### config.mk
export PLATFORM = sky130hd
export DESIGN_NAME = sclm_top
export DESIGN_NICKNAME = d
export VERILOG_FILES = /design/src/common/sclm_pkg.sv /design/src/hdl/sclm_timer.sv /design/src/hdl/sclm_avg.sv /design/src/hdl/sclm_top.sv
export SDC_FILE = /design/constraint.sdc
export NUM_CORES = 2
export LEC_CHECK = 0
export BUFFER_PORTS_ARGS = -buffer_cell sky130_fd_sc_hd__buf_2
export CAP_MARGIN = 20
export CORE_MARGIN = 2
export CORE_UTILIZATION = 50
export DETAILED_ROUTE_END_ITERATION = 6
export GPL_TIMING_DRIVEN = 0
export PLACE_DENSITY = 0.72
export SYNTH_ARGS = -nofsm -noshare
export SYNTH_HDL_FRONTEND = slang
export SYNTH_SLANG_ARGS = --single-unit
### constraint.sdc
create_clock -name clk_sys_i -period 8.4 [get_ports clk_sys_i]
set_input_delay 0 -clock clk_sys_i [delete_from_list [all_inputs] [get_ports clk_sys_i]]
set_output_delay 0 -clock clk_sys_i [all_outputs]
set_load 0.05 [all_outputs]
### src/common/sclm_pkg.sv
/*
 * Shared constants and types for the speed reference loss supervisor.
 * Assumes a 40 MHz system clock; frequencies are unsigned 0.01 Hz steps.
 */
package sclm_pkg;

    localparam int          CLK_HZ            = 40_000_000;
    localparam int          FREQ_W            = 16;
    localparam int          TIME_W            = 11;
    // Decision time in tenths of a second
    localparam int          DEC_TIME_TENTHS   = 10;
    localparam int          DEC_TIME_MIN      = 1;
    localparam int          DEC_TIME_MAX      = 1200;
    localparam int          TENTH_S_CYC       = CLK_HZ / 10;
    // Averaging window for the hold modes
    localparam int          AVG_WINDOW_S      = 10;
    localparam int          AVG_SLOTS         = 16;
    localparam int          AVG_SLOT_CYC      =
        (CLK_HZ / AVG_SLOTS) * AVG_WINDOW_S;
    localparam int          AVG_SHIFT         = 4;
    // Stop ramp period per 0.01 Hz step, default arbitrary
    localparam int          DEC_STEP_CYC      = 400;

    localparam logic [2:0]  MODE_NONE         = 3'h0;
    localparam logic [2:0]  MODE_FREE_RUN     = 3'h1;
    localparam logic [2:0]  MODE_DEC          = 3'h2;
    localparam logic [2:0]  MODE_HOLD_IN      = 3'h3;
    localparam logic [2:0]  MODE_HOLD_OUT     = 3'h4;
    localparam logic [2:0]  MODE_PRESET       = 3'h5;
    localparam logic [2:0]  MODE_RESET        = MODE_FREE_RUN;

    localparam logic [1:0]  SRC_ANALOG        = 2'h0;
    localparam logic [1:0]  SRC_LINK          = 2'h1;
    localparam logic [1:0]  SRC_KEYPAD        = 2'h2;

    localparam logic [FREQ_W-1:0] PRESET_RESET = 16'h0000;

    localparam logic [7:0]  ADR_MODE          = 8'h00;
    localparam logic [7:0]  ADR_TIME          = 8'h04;
    localparam logic [7:0]  ADR_PRESET        = 8'h08;
    localparam logic [7:0]  ADR_LEVEL         = 8'h0c;
    localparam logic [7:0]  ADR_START_F       = 8'h10;
    localparam logic [7:0]  ADR_MAX_F         = 8'h14;
    localparam logic [7:0]  ADR_X1            = 8'h18;
    localparam logic [7:0]  ADR_STATUS        = 8'h1c;
    localparam logic [7:0]  ADR_FREQ          = 8'h20;
    localparam logic [FREQ_W-1:0] MAX_F_RESET = 16'h1770;

    typedef enum logic [1:0] {
        SCLM_NORMAL,
        SCLM_QUALIFY,
        SCLM_LOST
    } sclm_state_type;

endpackage

### src/hdl/sclm_timer.sv
/*
 * Loss qualification timer: counts tenths of a second while armed.
 * Assumes arm_i and limit_i come from the system clock domain.
 */
module sclm_timer
    import sclm_pkg::*;
#(
    parameter int TENTH_CYC = TENTH_S_CYC
)
(
    input  wire logic              clk_sys_i,
    input  wire logic              rst_b_i,
    input  wire logic              ce_i,
    input  wire logic              arm_i,
    input  wire logic [TIME_W-1:0] limit_i,
    output logic                   expired_o
);
    typedef struct packed {
        logic [31:0]       pre;
        logic [TIME_W-1:0] tenths;
        logic              done;
    } sclm_tmr_type;

    sclm_tmr_type r;
    sclm_tmr_type next_r;

    always_comb
    begin
        next_r = r;
        if (!arm_i)
        begin
            // Clearing while disarmed restarts qualification
            next_r = '0;
        end
        else if (!r.done)
        begin
            if (r.pre == 32'(TENTH_CYC - 1))
            begin
                next_r.pre    = '0;
                next_r.tenths = r.tenths + 1'b1;
                if (r.tenths + 1'b1 >= limit_i)
                begin
                    next_r.done = 1'b1;
                end
            end
            else
            begin
                next_r.pre = r.pre + 32'd1;
            end
        end
    end

    always_ff @(posedge clk_sys_i or negedge rst_b_i)
    begin
        if (!rst_b_i)
        begin
            r <= '0;
        end
        else if (ce_i)
        begin
            r <= next_r;
        end
    end

    assign expired_o = r.done;
endmodule

### src/hdl/sclm_avg.sv
/*
 * Moving average over a ten second window in equal slots.
 * Slot values live in registers; the window sum is kept incrementally.
 * Assumes sample_i is a system clock domain value.
 */
module sclm_avg
    import sclm_pkg::*;
#(
    parameter int SLOT_CYC = AVG_SLOT_CYC
)
(
    input  wire logic              clk_sys_i,
    input  wire logic              rst_b_i,
    input  wire logic              ce_i,
    input  wire logic              run_i,
    input  wire logic [FREQ_W-1:0] sample_i,
    output logic [FREQ_W-1:0]      avg_o
);
    // Slot value is the last sample of the slot, which keeps the
    // adder narrow; a true integral would need 41-bit slot sums.
    typedef struct packed {
        logic [31:0]                   cnt;
        logic [AVG_SLOTS*FREQ_W-1:0]   slots;
        logic [FREQ_W+AVG_SHIFT-1:0]   sum;
        logic [FREQ_W-1:0]             avg;
    } sclm_avg_type;

    sclm_avg_type r;
    sclm_avg_type next_r;

    always_comb
    begin
        next_r = r;
        if (run_i)
        begin
            if (r.cnt == 32'(SLOT_CYC - 1))
            begin
                next_r.cnt   = '0;
                next_r.slots = {r.slots[(AVG_SLOTS-1)*FREQ_W-1:0],
                                sample_i};
                next_r.sum   = r.sum + (FREQ_W+AVG_SHIFT)'(sample_i)
                    - (FREQ_W+AVG_SHIFT)'(
                      r.slots[AVG_SLOTS*FREQ_W-1 -: FREQ_W]);
            end
            else
            begin
                next_r.cnt = r.cnt + 32'd1;
            end
        end
        next_r.avg = r.sum[FREQ_W+AVG_SHIFT-1:AVG_SHIFT];
    end

    always_ff @(posedge clk_sys_i or negedge rst_b_i)
    begin
        if (!rst_b_i)
        begin
            r <= '0;
        end
        else if (ce_i)
        begin
            r <= next_r;
        end
    end

    assign avg_o = r.avg;
endmodule

### src/hdl/sclm_top.sv
/*
 * Speed reference loss supervisor: qualifies loss of the analog or link
 * reference (the keypad is never lost) and applies the selected reaction to the
 * operating frequency. Registers via a plain strobe port.
 * Assumes analog samples and link_alive_i arrive asynchronously from
 * the converter and link logic; the rest is on clk_sys_i.
 */
// Decided for this implementation: the placing of the registers and the strobed register port.
module sclm_top
    import sclm_pkg::*;
#(
    parameter int TENTH_CYC = TENTH_S_CYC,
    parameter int SLOT_CYC  = AVG_SLOT_CYC,
    parameter int STEP_CYC  = DEC_STEP_CYC
)
(
    input  wire logic                  clk_sys_i,
    input  wire logic                  rst_b_i,
    input  wire logic                  ce_i,
    input  wire logic [1:0]            source_i,
    input  wire logic [FREQ_W-1:0]     analog_i,
    input  wire logic                  link_alive_i,
    input  wire logic [FREQ_W-1:0]     reference_i,
    input  wire logic [7:0]            addr_i,
    input  wire logic [FREQ_W-1:0]     wdata_i,
    input  wire logic                  wr_i,
    input  wire logic                  rd_i,
    output logic [FREQ_W-1:0]          rdata_o,
    output logic [FREQ_W-1:0]          freq_o,
    output logic                       out_block_o,
    output logic                       digital_output_one_o
);
    import sclm_pkg::*;

    typedef struct packed {
        logic [FREQ_W-1:0] an_s1;
        logic [FREQ_W-1:0] an_s2;
        logic              lk_s1;
        logic              lk_s2;
        logic [2:0]        mode;
        logic [TIME_W-1:0] dtime;
        logic [FREQ_W-1:0] preset;
        logic              analog_loss_threshold_select;
        logic [FREQ_W-1:0] start_f;
        logic [FREQ_W-1:0] max_f;
        logic [FREQ_W-1:0] x1;
        sclm_state_type    st;
        logic [FREQ_W-1:0] held;
        logic [FREQ_W-1:0] freq;
        logic              block;
        logic              lost_out;
        logic [31:0]       step;
        logic [FREQ_W-1:0] rdata;
    } sclm_top_type;

    sclm_top_type r;
    sclm_top_type next_r;

    logic              low_ref;
    logic              expired;
    logic [FREQ_W-1:0] avg_in;
    logic [FREQ_W-1:0] avg_out;
    logic [FREQ_W-1:0] threshold_half_ref;
    logic [FREQ_W-1:0] threshold_full_ref;
    logic [FREQ_W-1:0] ref_now;
    logic [FREQ_W-1:0] wclamp;

    assign threshold_half_ref = {1'b0, r.x1[FREQ_W-1:1]};
    assign threshold_full_ref = r.x1;
    assign ref_now = (source_i == SRC_ANALOG) ? r.an_s2 : reference_i;

    // Keypad never loses its value; only analog and link qualify
    always_comb
    begin
        low_ref = 1'b0;
        case (source_i)
            SRC_ANALOG:
            begin
                if (r.analog_loss_threshold_select)
                begin
                    low_ref = r.an_s2 < threshold_full_ref;
                end
                else
                begin
                    low_ref = r.an_s2 < threshold_half_ref;
                end
            end
            SRC_LINK:   low_ref = !r.lk_s2;
            SRC_KEYPAD: low_ref = 1'b0;
            default:    low_ref = 1'b0;
        endcase
    end

    sclm_timer #(
        .TENTH_CYC (TENTH_CYC)
    ) u_timer (
        .clk_sys_i (clk_sys_i),
        .rst_b_i   (rst_b_i),
        .ce_i      (ce_i),
        .arm_i     (low_ref && r.mode != MODE_NONE),
        .limit_i   (r.dtime),
        .expired_o (expired)
    );

    // Averagers freeze once qualification starts so the held value stays
    sclm_avg #(
        .SLOT_CYC  (SLOT_CYC)
    ) u_avg_in (
        .clk_sys_i (clk_sys_i),
        .rst_b_i   (rst_b_i),
        .ce_i      (ce_i),
        .run_i     (r.st == SCLM_NORMAL),
        .sample_i  (ref_now),
        .avg_o     (avg_in)
    );

    sclm_avg #(
        .SLOT_CYC  (SLOT_CYC)
    ) u_avg_out (
        .clk_sys_i (clk_sys_i),
        .rst_b_i   (rst_b_i),
        .ce_i      (ce_i),
        .run_i     (r.st == SCLM_NORMAL),
        .sample_i  (r.freq),
        .avg_o     (avg_out)
    );

    always_comb
    begin
        wclamp = wdata_i;
        if (wdata_i < r.start_f)
        begin
            wclamp = r.start_f;
        end
        else if (wdata_i > r.max_f)
        begin
            wclamp = r.max_f;
        end
    end

    always_comb
    begin
        next_r = r;
        next_r.an_s1 = analog_i;
        next_r.an_s2 = r.an_s1;
        next_r.lk_s1 = link_alive_i;
        next_r.lk_s2 = r.lk_s1;

        if (wr_i)
        begin
            case (addr_i)
                ADR_MODE:    next_r.mode = wdata_i[2:0];
                ADR_TIME:
                begin
                    if (wdata_i < FREQ_W'(DEC_TIME_MIN))
                    begin
                        next_r.dtime = TIME_W'(DEC_TIME_MIN);
                    end
                    else if (wdata_i > FREQ_W'(DEC_TIME_MAX))
                    begin
                        next_r.dtime = TIME_W'(DEC_TIME_MAX);
                    end
                    else
                    begin
                        next_r.dtime = wdata_i[TIME_W-1:0];
                    end
                end
                ADR_PRESET:  next_r.preset = wclamp;
                ADR_LEVEL:
                begin
                    next_r.analog_loss_threshold_select = wdata_i[0];
                end
                ADR_START_F: next_r.start_f = wdata_i;
                ADR_MAX_F:   next_r.max_f = wdata_i;
                ADR_X1:      next_r.x1 = wdata_i;
                default:     next_r.mode = r.mode;
            endcase
        end

        next_r.rdata = '0;
        if (rd_i)
        begin
            case (addr_i)
                ADR_MODE:    next_r.rdata = FREQ_W'(r.mode);
                ADR_TIME:    next_r.rdata = FREQ_W'(r.dtime);
                ADR_PRESET:  next_r.rdata = r.preset;
                ADR_LEVEL:
                begin
                    next_r.rdata = FREQ_W'(r.analog_loss_threshold_select);
                end
                ADR_START_F: next_r.rdata = r.start_f;
                ADR_MAX_F:   next_r.rdata = r.max_f;
                ADR_X1:      next_r.rdata = r.x1;
                ADR_STATUS:
                begin
                    next_r.rdata = {13'h0000, r.block, r.lost_out,
                                    low_ref};
                end
                ADR_FREQ:    next_r.rdata = r.freq;
                default:     next_r.rdata = '0;
            endcase
        end

        // Loss detection on the analog and link sources; keypad never qualifies
        case (r.st)
            SCLM_NORMAL:
            begin
                if (low_ref && r.mode != MODE_NONE)
                begin
                    next_r.st = SCLM_QUALIFY;
                end
            end
            SCLM_QUALIFY:
            begin
                if (!low_ref)
                begin
                    next_r.st = SCLM_NORMAL;
                end
                else if (expired)
                begin
                    next_r.st = SCLM_LOST;
                    next_r.held = (r.mode == MODE_HOLD_IN) ? avg_in
                                                           : avg_out;
                end
            end
            SCLM_LOST:
            begin
                if (!low_ref || r.mode == MODE_NONE)
                begin
                    next_r.st = SCLM_NORMAL;
                end
            end
            default: next_r.st = SCLM_NORMAL;
        endcase

        next_r.lost_out = (next_r.st == SCLM_LOST);
        next_r.block = 1'b0;
        next_r.step  = '0;
        if (next_r.st != SCLM_LOST || r.mode == MODE_NONE)
        begin
            next_r.freq = ref_now;
        end
        else
        begin
            case (r.mode)
                MODE_FREE_RUN:
                begin
                    next_r.block = 1'b1;
                    next_r.freq  = '0;
                end
                MODE_DEC:
                begin
                    // Linear ramp, one step per period
                    next_r.step = r.step + 32'd1;
                    if (r.step >= 32'(STEP_CYC - 1))
                    begin
                        next_r.step = '0;
                        if (r.freq != '0)
                        begin
                            next_r.freq = r.freq - 1'b1;
                        end
                    end
                    if (r.freq == '0)
                    begin
                        next_r.block = 1'b1;
                    end
                end
                // Use the value just captured, not the stale one
                MODE_HOLD_IN:  next_r.freq = next_r.held;
                MODE_HOLD_OUT: next_r.freq = next_r.held;
                MODE_PRESET:   next_r.freq = r.preset;
                default:       next_r.freq = ref_now;
            endcase
        end
    end

    always_ff @(posedge clk_sys_i or negedge rst_b_i)
    begin
        if (!rst_b_i)
        begin
            r         <= '0;
            r.mode    <= MODE_RESET;
            r.dtime   <= TIME_W'(DEC_TIME_TENTHS);
            r.preset  <= PRESET_RESET;
            r.max_f   <= MAX_F_RESET;
            r.st      <= SCLM_NORMAL;
        end
        else if (ce_i)
        begin
            r <= next_r;
        end
    end

    assign rdata_o              = r.rdata;
    assign freq_o               = r.freq;
    assign out_block_o          = r.block;
    assign digital_output_one_o = r.lost_out;

    AST_LOST_OUT: assert property (@(posedge clk_sys_i) disable iff
        (!rst_b_i) (ce_i && !low_ref) |=> !digital_output_one_o)
        else $error("loss output mismatch");

    AST_LOST_SET: assert property (@(posedge clk_sys_i) disable iff
        (!rst_b_i) (ce_i && r.st == SCLM_QUALIFY && low_ref && expired)
        |=> digital_output_one_o)
        else $error("loss output not raised");

    AST_FREE_RUN: assert property (@(posedge clk_sys_i) disable iff
        (!rst_b_i) (ce_i && r.st == SCLM_LOST && r.mode == MODE_FREE_RUN
        && low_ref) |=> out_block_o)
        else $error("free run did not block");

    AST_PASS: assert property (@(posedge clk_sys_i) disable iff
        (!rst_b_i) (ce_i && r.mode == MODE_NONE) |=> !digital_output_one_o
        && freq_o == $past(ref_now))
        else $error("mode none not passing");

    AST_PRESET: assert property (@(posedge clk_sys_i) disable iff
        (!rst_b_i) (ce_i && r.st == SCLM_LOST && r.mode == MODE_PRESET
        && next_r.st == SCLM_LOST) |=> freq_o == $past(r.preset))
        else $error("preset not applied");

    AST_RECOVER: assert property (@(posedge clk_sys_i) disable iff
        (!rst_b_i) (ce_i && r.st == SCLM_QUALIFY && !low_ref)
        |=> r.st == SCLM_NORMAL)
        else $error("qualification not cleared");

    AST_PRESET_RANGE: assert property (@(posedge clk_sys_i) disable iff
        (!rst_b_i) (ce_i && wr_i && addr_i == ADR_PRESET)
        |=> r.preset >= $past(r.start_f))
        else $error("preset below start");

    AST_NO_EARLY: assert property (@(posedge clk_sys_i) disable iff
        (!rst_b_i) (ce_i && r.st == SCLM_NORMAL) |=> r.st != SCLM_LOST)
        else $error("loss without qualification");

    AST_HOLD: assert property (@(posedge clk_sys_i) disable iff
        (!rst_b_i) (ce_i && r.st == SCLM_LOST && next_r.st == SCLM_LOST
        && r.mode == MODE_HOLD_IN) |=> freq_o == $past(r.held))
        else $error("held input not used");
endmodule

==> results.rst <==
.. list-table::
   :header-rows: 1

   * - Metric
     - Value
   * - Net Count, Synth
     - ~4600
   * - Category of cells accounting for the largest share of critical-path delay
     - compound AO/OA/AOI/OAI gates
   * - Worst hold-check path type
     - in -> reg
   * - Max_slew headroom
     - between 20 and 30%
   * - Sequential Area
     - ~22000 um2
   * - Relative contribution of sequential cells to total power
     - between 40% and 50%
   * - Via Count
     - 31218
   * - Crit-path max FO
     - 10
   * - Run status
     - finished, final reports clean
   * - Switching portion of total power
     - 25.0%
   * - Post-synthesis average cell area
     - approximately 9.5 um2
   * - Util after Layout
     - a little under three fifths
   * - Hold violation total from the final report
     - 0
   * - Skew-Pair Late Insertion Delay
     - 0.68 ns
   * - Area inside the core boundary
     - 81700 um2
   * - Clk_skew
     - roughly 0.037 ns
   * - Most used standard cells in the synthesized netlist
     - 1635 x sky130_fd_sc_hd__nand2_1, 879 x sky130_fd_sc_hd__dfrtp_1, 195 x sky130_fd_sc_hd__inv_1, 171 x sky130_fd_sc_hd__clkbuf_1, 148 x sky130_fd_sc_hd__mux2_2
   * - Cell area after placement
     - roughly 43000 um2
   * - Worst-case clock buffer depth
     - 3
   * - Synth-to-layout area growth
     - 14.3%
   * - Fraction of synthesized cell area in xor and xnor cells
     - 2.75%
   * - Min cycle time layout
     - between 4 and 5 ns
   * - CP endpoint kind
     - register
   * - YS warnings
     - 0
   * - Cell internal power dissipation
     - a little over 7000 uW
   * - Sum of negative setup slack
     - 0 ns
   * - I/O Pins
     - between 90 and 100
   * - Yosys reg bits
     - 889
   * - Die span in y
     - slightly below 300 um
   * - Final clock period utilization by the worst path
     - between 50% and 60%
   * - Area occupied by multi-input gates
     - between 15000 and 20000 um2
   * - Top-count cell post-synth
     - sky130_fd_sc_hd__nand2_1
   * - Starting Density
     - about half
   * - Dominant cell type by area after synthesis
     - sky130_fd_sc_hd__dfrtp_1
   * - Count of standard-cell rows
     - about 110
   * - Unrepaired setup endpoints after global routing
     - no
   * - Part of the Yosys area used for sequential elements
     - ~54%
   * - Average detailed-routed wire length per instance
     - about 18 um
   * - Area of the mapped netlist
     - 41100 um2
   * - # DRC
     - 0
   * - Number of global-route vias before repair
     - 31058
   * - TritonCTS clock tree
     - built
   * - Number of slew-limit violations in the final report
     - 0
   * - Slew at the pin with the worst max-slew slack
     - about 1.1 ns
   * - Max VDD drop
     - between 0.00015 and 0.0002 V
   * - DRC violation total after the first TritonRoute iteration
     - about 2400
   * - Remaining antenna violation count
     - 0
   * - Total clock buffers created by CTS
     - 90
   * - PnR Total Power
     - between 9000 and 10000 uW
   * - Routability congestion estimate from global placement
     - roughly 0.96
   * - Critical path's slowest cell
     - sky130_fd_sc_hd__mux2i_1
   * - Main combinational cell family by area after synthesis
     - simple AND/OR/NAND/NOR gates
   * - Number of enable flip-flop cells after synthesis
     - 0
   * - WP data arrival
     - a little under 5 ns
   * - Fraction of post-synthesis cell area in the top cell type by area
     - between 50 and 60%
   * - Mux contribution to synthesized area
     - between 5 and 6%
   * - Fraction of synthesis flops using an asynchronous set or reset pin
     - 100%
   * - Deepest level of the CTS H-tree
     - 3
   * - Share of power burned in the clock network
     - 44.5%
   * - Combinational cell fraction of total power
     - under 10%
   * - Compound-Gate Fraction of Synth Area
     - between 7 and 8%
   * - Aggregate global-route resource usage
     - between 20% and 30%
   * - Most frequent cell on the critical path
     - sky130_fd_sc_hd__o21ai_0
   * - Reg clk slew, reported paths
     - 0.06 ns
   * - Grt total ovfl
     - 0
   * - Number of optimization iterations in the first detailed-route pass
     - 7
   * - Root buffer cell
     - sky130_fd_sc_hd__clkbuf_16
   * - Post-detailed-placement half-perimeter wirelength
     - ~73 mm
   * - Ratio of routed vias to standard cells
     - approximately 5.4
   * - Worst stage delay on the critical path
     - approximately 0.9 ns
   * - Number of sinks handled by clock tree synthesis
     - about 890
   * - Non-Filler Cell Area, Final
     - ~47000 um2
   * - Most area-consuming cells after synthesis
     - sky130_fd_sc_hd__dfrtp_1 53%, sky130_fd_sc_hd__nand2_1 15%, sky130_fd_sc_hd__mux2_2 4.1%, sky130_fd_sc_hd__ha_1 3.6%, sky130_fd_sc_hd__inv_1 1.8%
   * - Number of filler cells placed in the layout
     - around 7000
   * - Achievable clock frequency
     - about 230 MHz
   * - Total detailed-routing wirelength
     - around 100 mm
   * - Max-cap violation count
     - 0
   * - Critical setup path kind
     - in -> reg
   * - Synthesized instance count
     - 4343
   * - Overall die area
     - roughly 85000 um2
   * - Static leakage
     - ~0.024 uW
   * - Number of buffers and inverters on the critical path
     - 2
   * - Die width
     - 291 um
   * - Adder and majority cell fraction of the synthesized area
     - a little over 5%
   * - Data required time at the worst endpoint
     - 8.93 ns
   * - Setup crit start kind
     - primary input
   * - Setup violators final
     - 0
   * - Net Switching
     - between 2000 and 2500 uW
   * - Antenna violations before repair
     - 7
   * - Count of distinct cell types in the synthesized netlist
     - 66
   * - Pwr Density
     - ~200 nW/um2
   * - Number of nets in the finished design
     - ~4800
   * - Count of buffers inserted at the top-level ports
     - 96
   * - Ordered cell list for the critical path
     - buf_2, nor2_2, clkbuf_1, mux2i_1, fa_1, fa_1, nor2b_1, o21a_1, o21ai_0, a211oi_1, nor3_1, o21ai_0, a21oi_1, xor2_1, o21ai_0
   * - Most used flip-flop cell after synthesis
     - sky130_fd_sc_hd__dfrtp_1
   * - Synth Area in Simple Gates
     - around a fifth
   * - Global-route wire length before repair
     - about 170 mm
   * - Fraction of final layout cells with drive strength greater than 1
     - around 10%
   * - Maximum number of pins on one net before global-route repair
     - between 100 and 150
==> logic make-up (layout without fill, tap and decap cells) <==
group                      count (synthesis)  count (layout)
AOI/OAI and AO/OA                        470             470
xor gates and xnor gates                 129             129
adders and majority gates                149             149
buffers and inverters                    417             757
DFF                                      889             889
muxes                                    195             195
other                                      0               7
and+or+nand+nor                         2094            2094
==> layout make-up <==
cell class	instances	share of cell area, %
sequential	889	47.4
inverter	195	1.56
tap	1070	2.85
antenna	7	0.0373
buffer	222	2.07
timing repair buffer	171	2.95
clock buffer	133	5.54
clock inverter	36	1.10
multi-input combinational	3037	36.5
==> sequential cells by signal, indices dropped and copies added, names as in the netlist, 17 cells and up <==
| register | count |
|---|---|
| u_timer.r | 43 |
| next_r | 17 |
| u_avg_in.r | 292 |
| r | 130 |
| u_avg_out.r | 292 |
==> worst min-delay path, cell delays in order <==
cell and delay [ns]:
sky130_fd_sc_hd__buf_2 0.09, sky130_fd_sc_hd__nor3_1 0.08, sky130_fd_sc_hd__nand2b_1 0.12, sky130_fd_sc_hd__nor3_1 0.10, sky130_fd_sc_hd__nand2_1 0.17, sky130_fd_sc_hd__o21ai_0 0.11
==> power by group through the flow <==
stage,combinational (uW),clock (uW),sequential [uW]
floorplan,492,0,4480
finish,787,4200,4450
global placement,721,0,4530
detailed placement,754,0,4530
global route,882,4440,4460
CTS,784,4250,4450
==> path summary, 6_finish.rpt <==
check,startpoint,endpoint,slack [ns],cells after the start
max,source_i[1],u_avg_in.next_r[10]$_DFFE_PN0P_,4.07,15
min,addr_i[7],r[160]$_DFFE_PN1P_,0.03,6
max reg2reg,freq_o[1]$_DFFE_PN0P_,u_avg_out.next_r[15]$_DFFE_PN0P_,4.12,13
min reg2reg,u_avg_in.r[230]$_DFFE_PN0P_,u_avg_in.r[246]$_DFFE_PN0P_,0.46,2
max in group asynchronous,rst_b_i,u_avg_out.r[253]$_DFFE_PN0P_,6.33,6
min in group asynchronous,rst_b_i,r[108]$_DFFE_PN1P_,0.52,3
==> placed cells by master, fill, tap and decap left out, types with 34 or more instances in the layout <==
cell and instances:
sky130_fd_sc_hd__o21ai_0 108, sky130_fd_sc_hd__nor2b_1 35, sky130_fd_sc_hd__mux2i_1 47, sky130_fd_sc_hd__clkbuf_16 90, sky130_fd_sc_hd__dlygate4sd3_1 62, sky130_fd_sc_hd__xnor2_1 75
sky130_fd_sc_hd__clkbuf_1 195, sky130_fd_sc_hd__nand3_1 66, sky130_fd_sc_hd__dfrtp_1 879, sky130_fd_sc_hd__nand2_1 1635, sky130_fd_sc_hd__a22oi_1 36, sky130_fd_sc_hd__buf_2 105
sky130_fd_sc_hd__and3_1 34, sky130_fd_sc_hd__inv_1 195, sky130_fd_sc_hd__nor2_1 122, sky130_fd_sc_hd__a21o_1 47, sky130_fd_sc_hd__xor2_1 54, sky130_fd_sc_hd__nor4_1 35
sky130_fd_sc_hd__nor3_1 47, sky130_fd_sc_hd__ha_1 117, sky130_fd_sc_hd__a21oi_1 102, sky130_fd_sc_hd__mux2_2 148, sky130_fd_sc_hd__buf_4 36
==> layer usage <==
layer	part of all wire, %	routed length, um	GRT usage [%]	vias to the layer above
met1	44	44800	33.4	15313
met3	5.2	5360	3.35	255
li1	-	-	-	14753
met5	0.013	13	0	-
met2	46	46800	38.8	895
met4	5.2	5350	12.2	2
==> stage by stage <==
step	worst slack [ns]	hold WS [ns]	instances
after floorplan	4.89	-0.296	4343
after global placement	-11.56	0.233	5509
after detailed placement	3.48	0.0221	5521
after CTS	4.17	0.00278	5753
after global routing	3.83	0.0417	5759
final	4.07	0.0273	5760
==> what timing repair did <==
| item | 4_1_cts | 5_1_grt |
|---|---|---|
| endpoints found under the hold margin | 625 | 0 |
| buffers inserted | 0 | 0 |
| resized for setup | 0 | 0 |
| hold buffers | 63 | 0 |
Power figures use the tool's default switching activity.
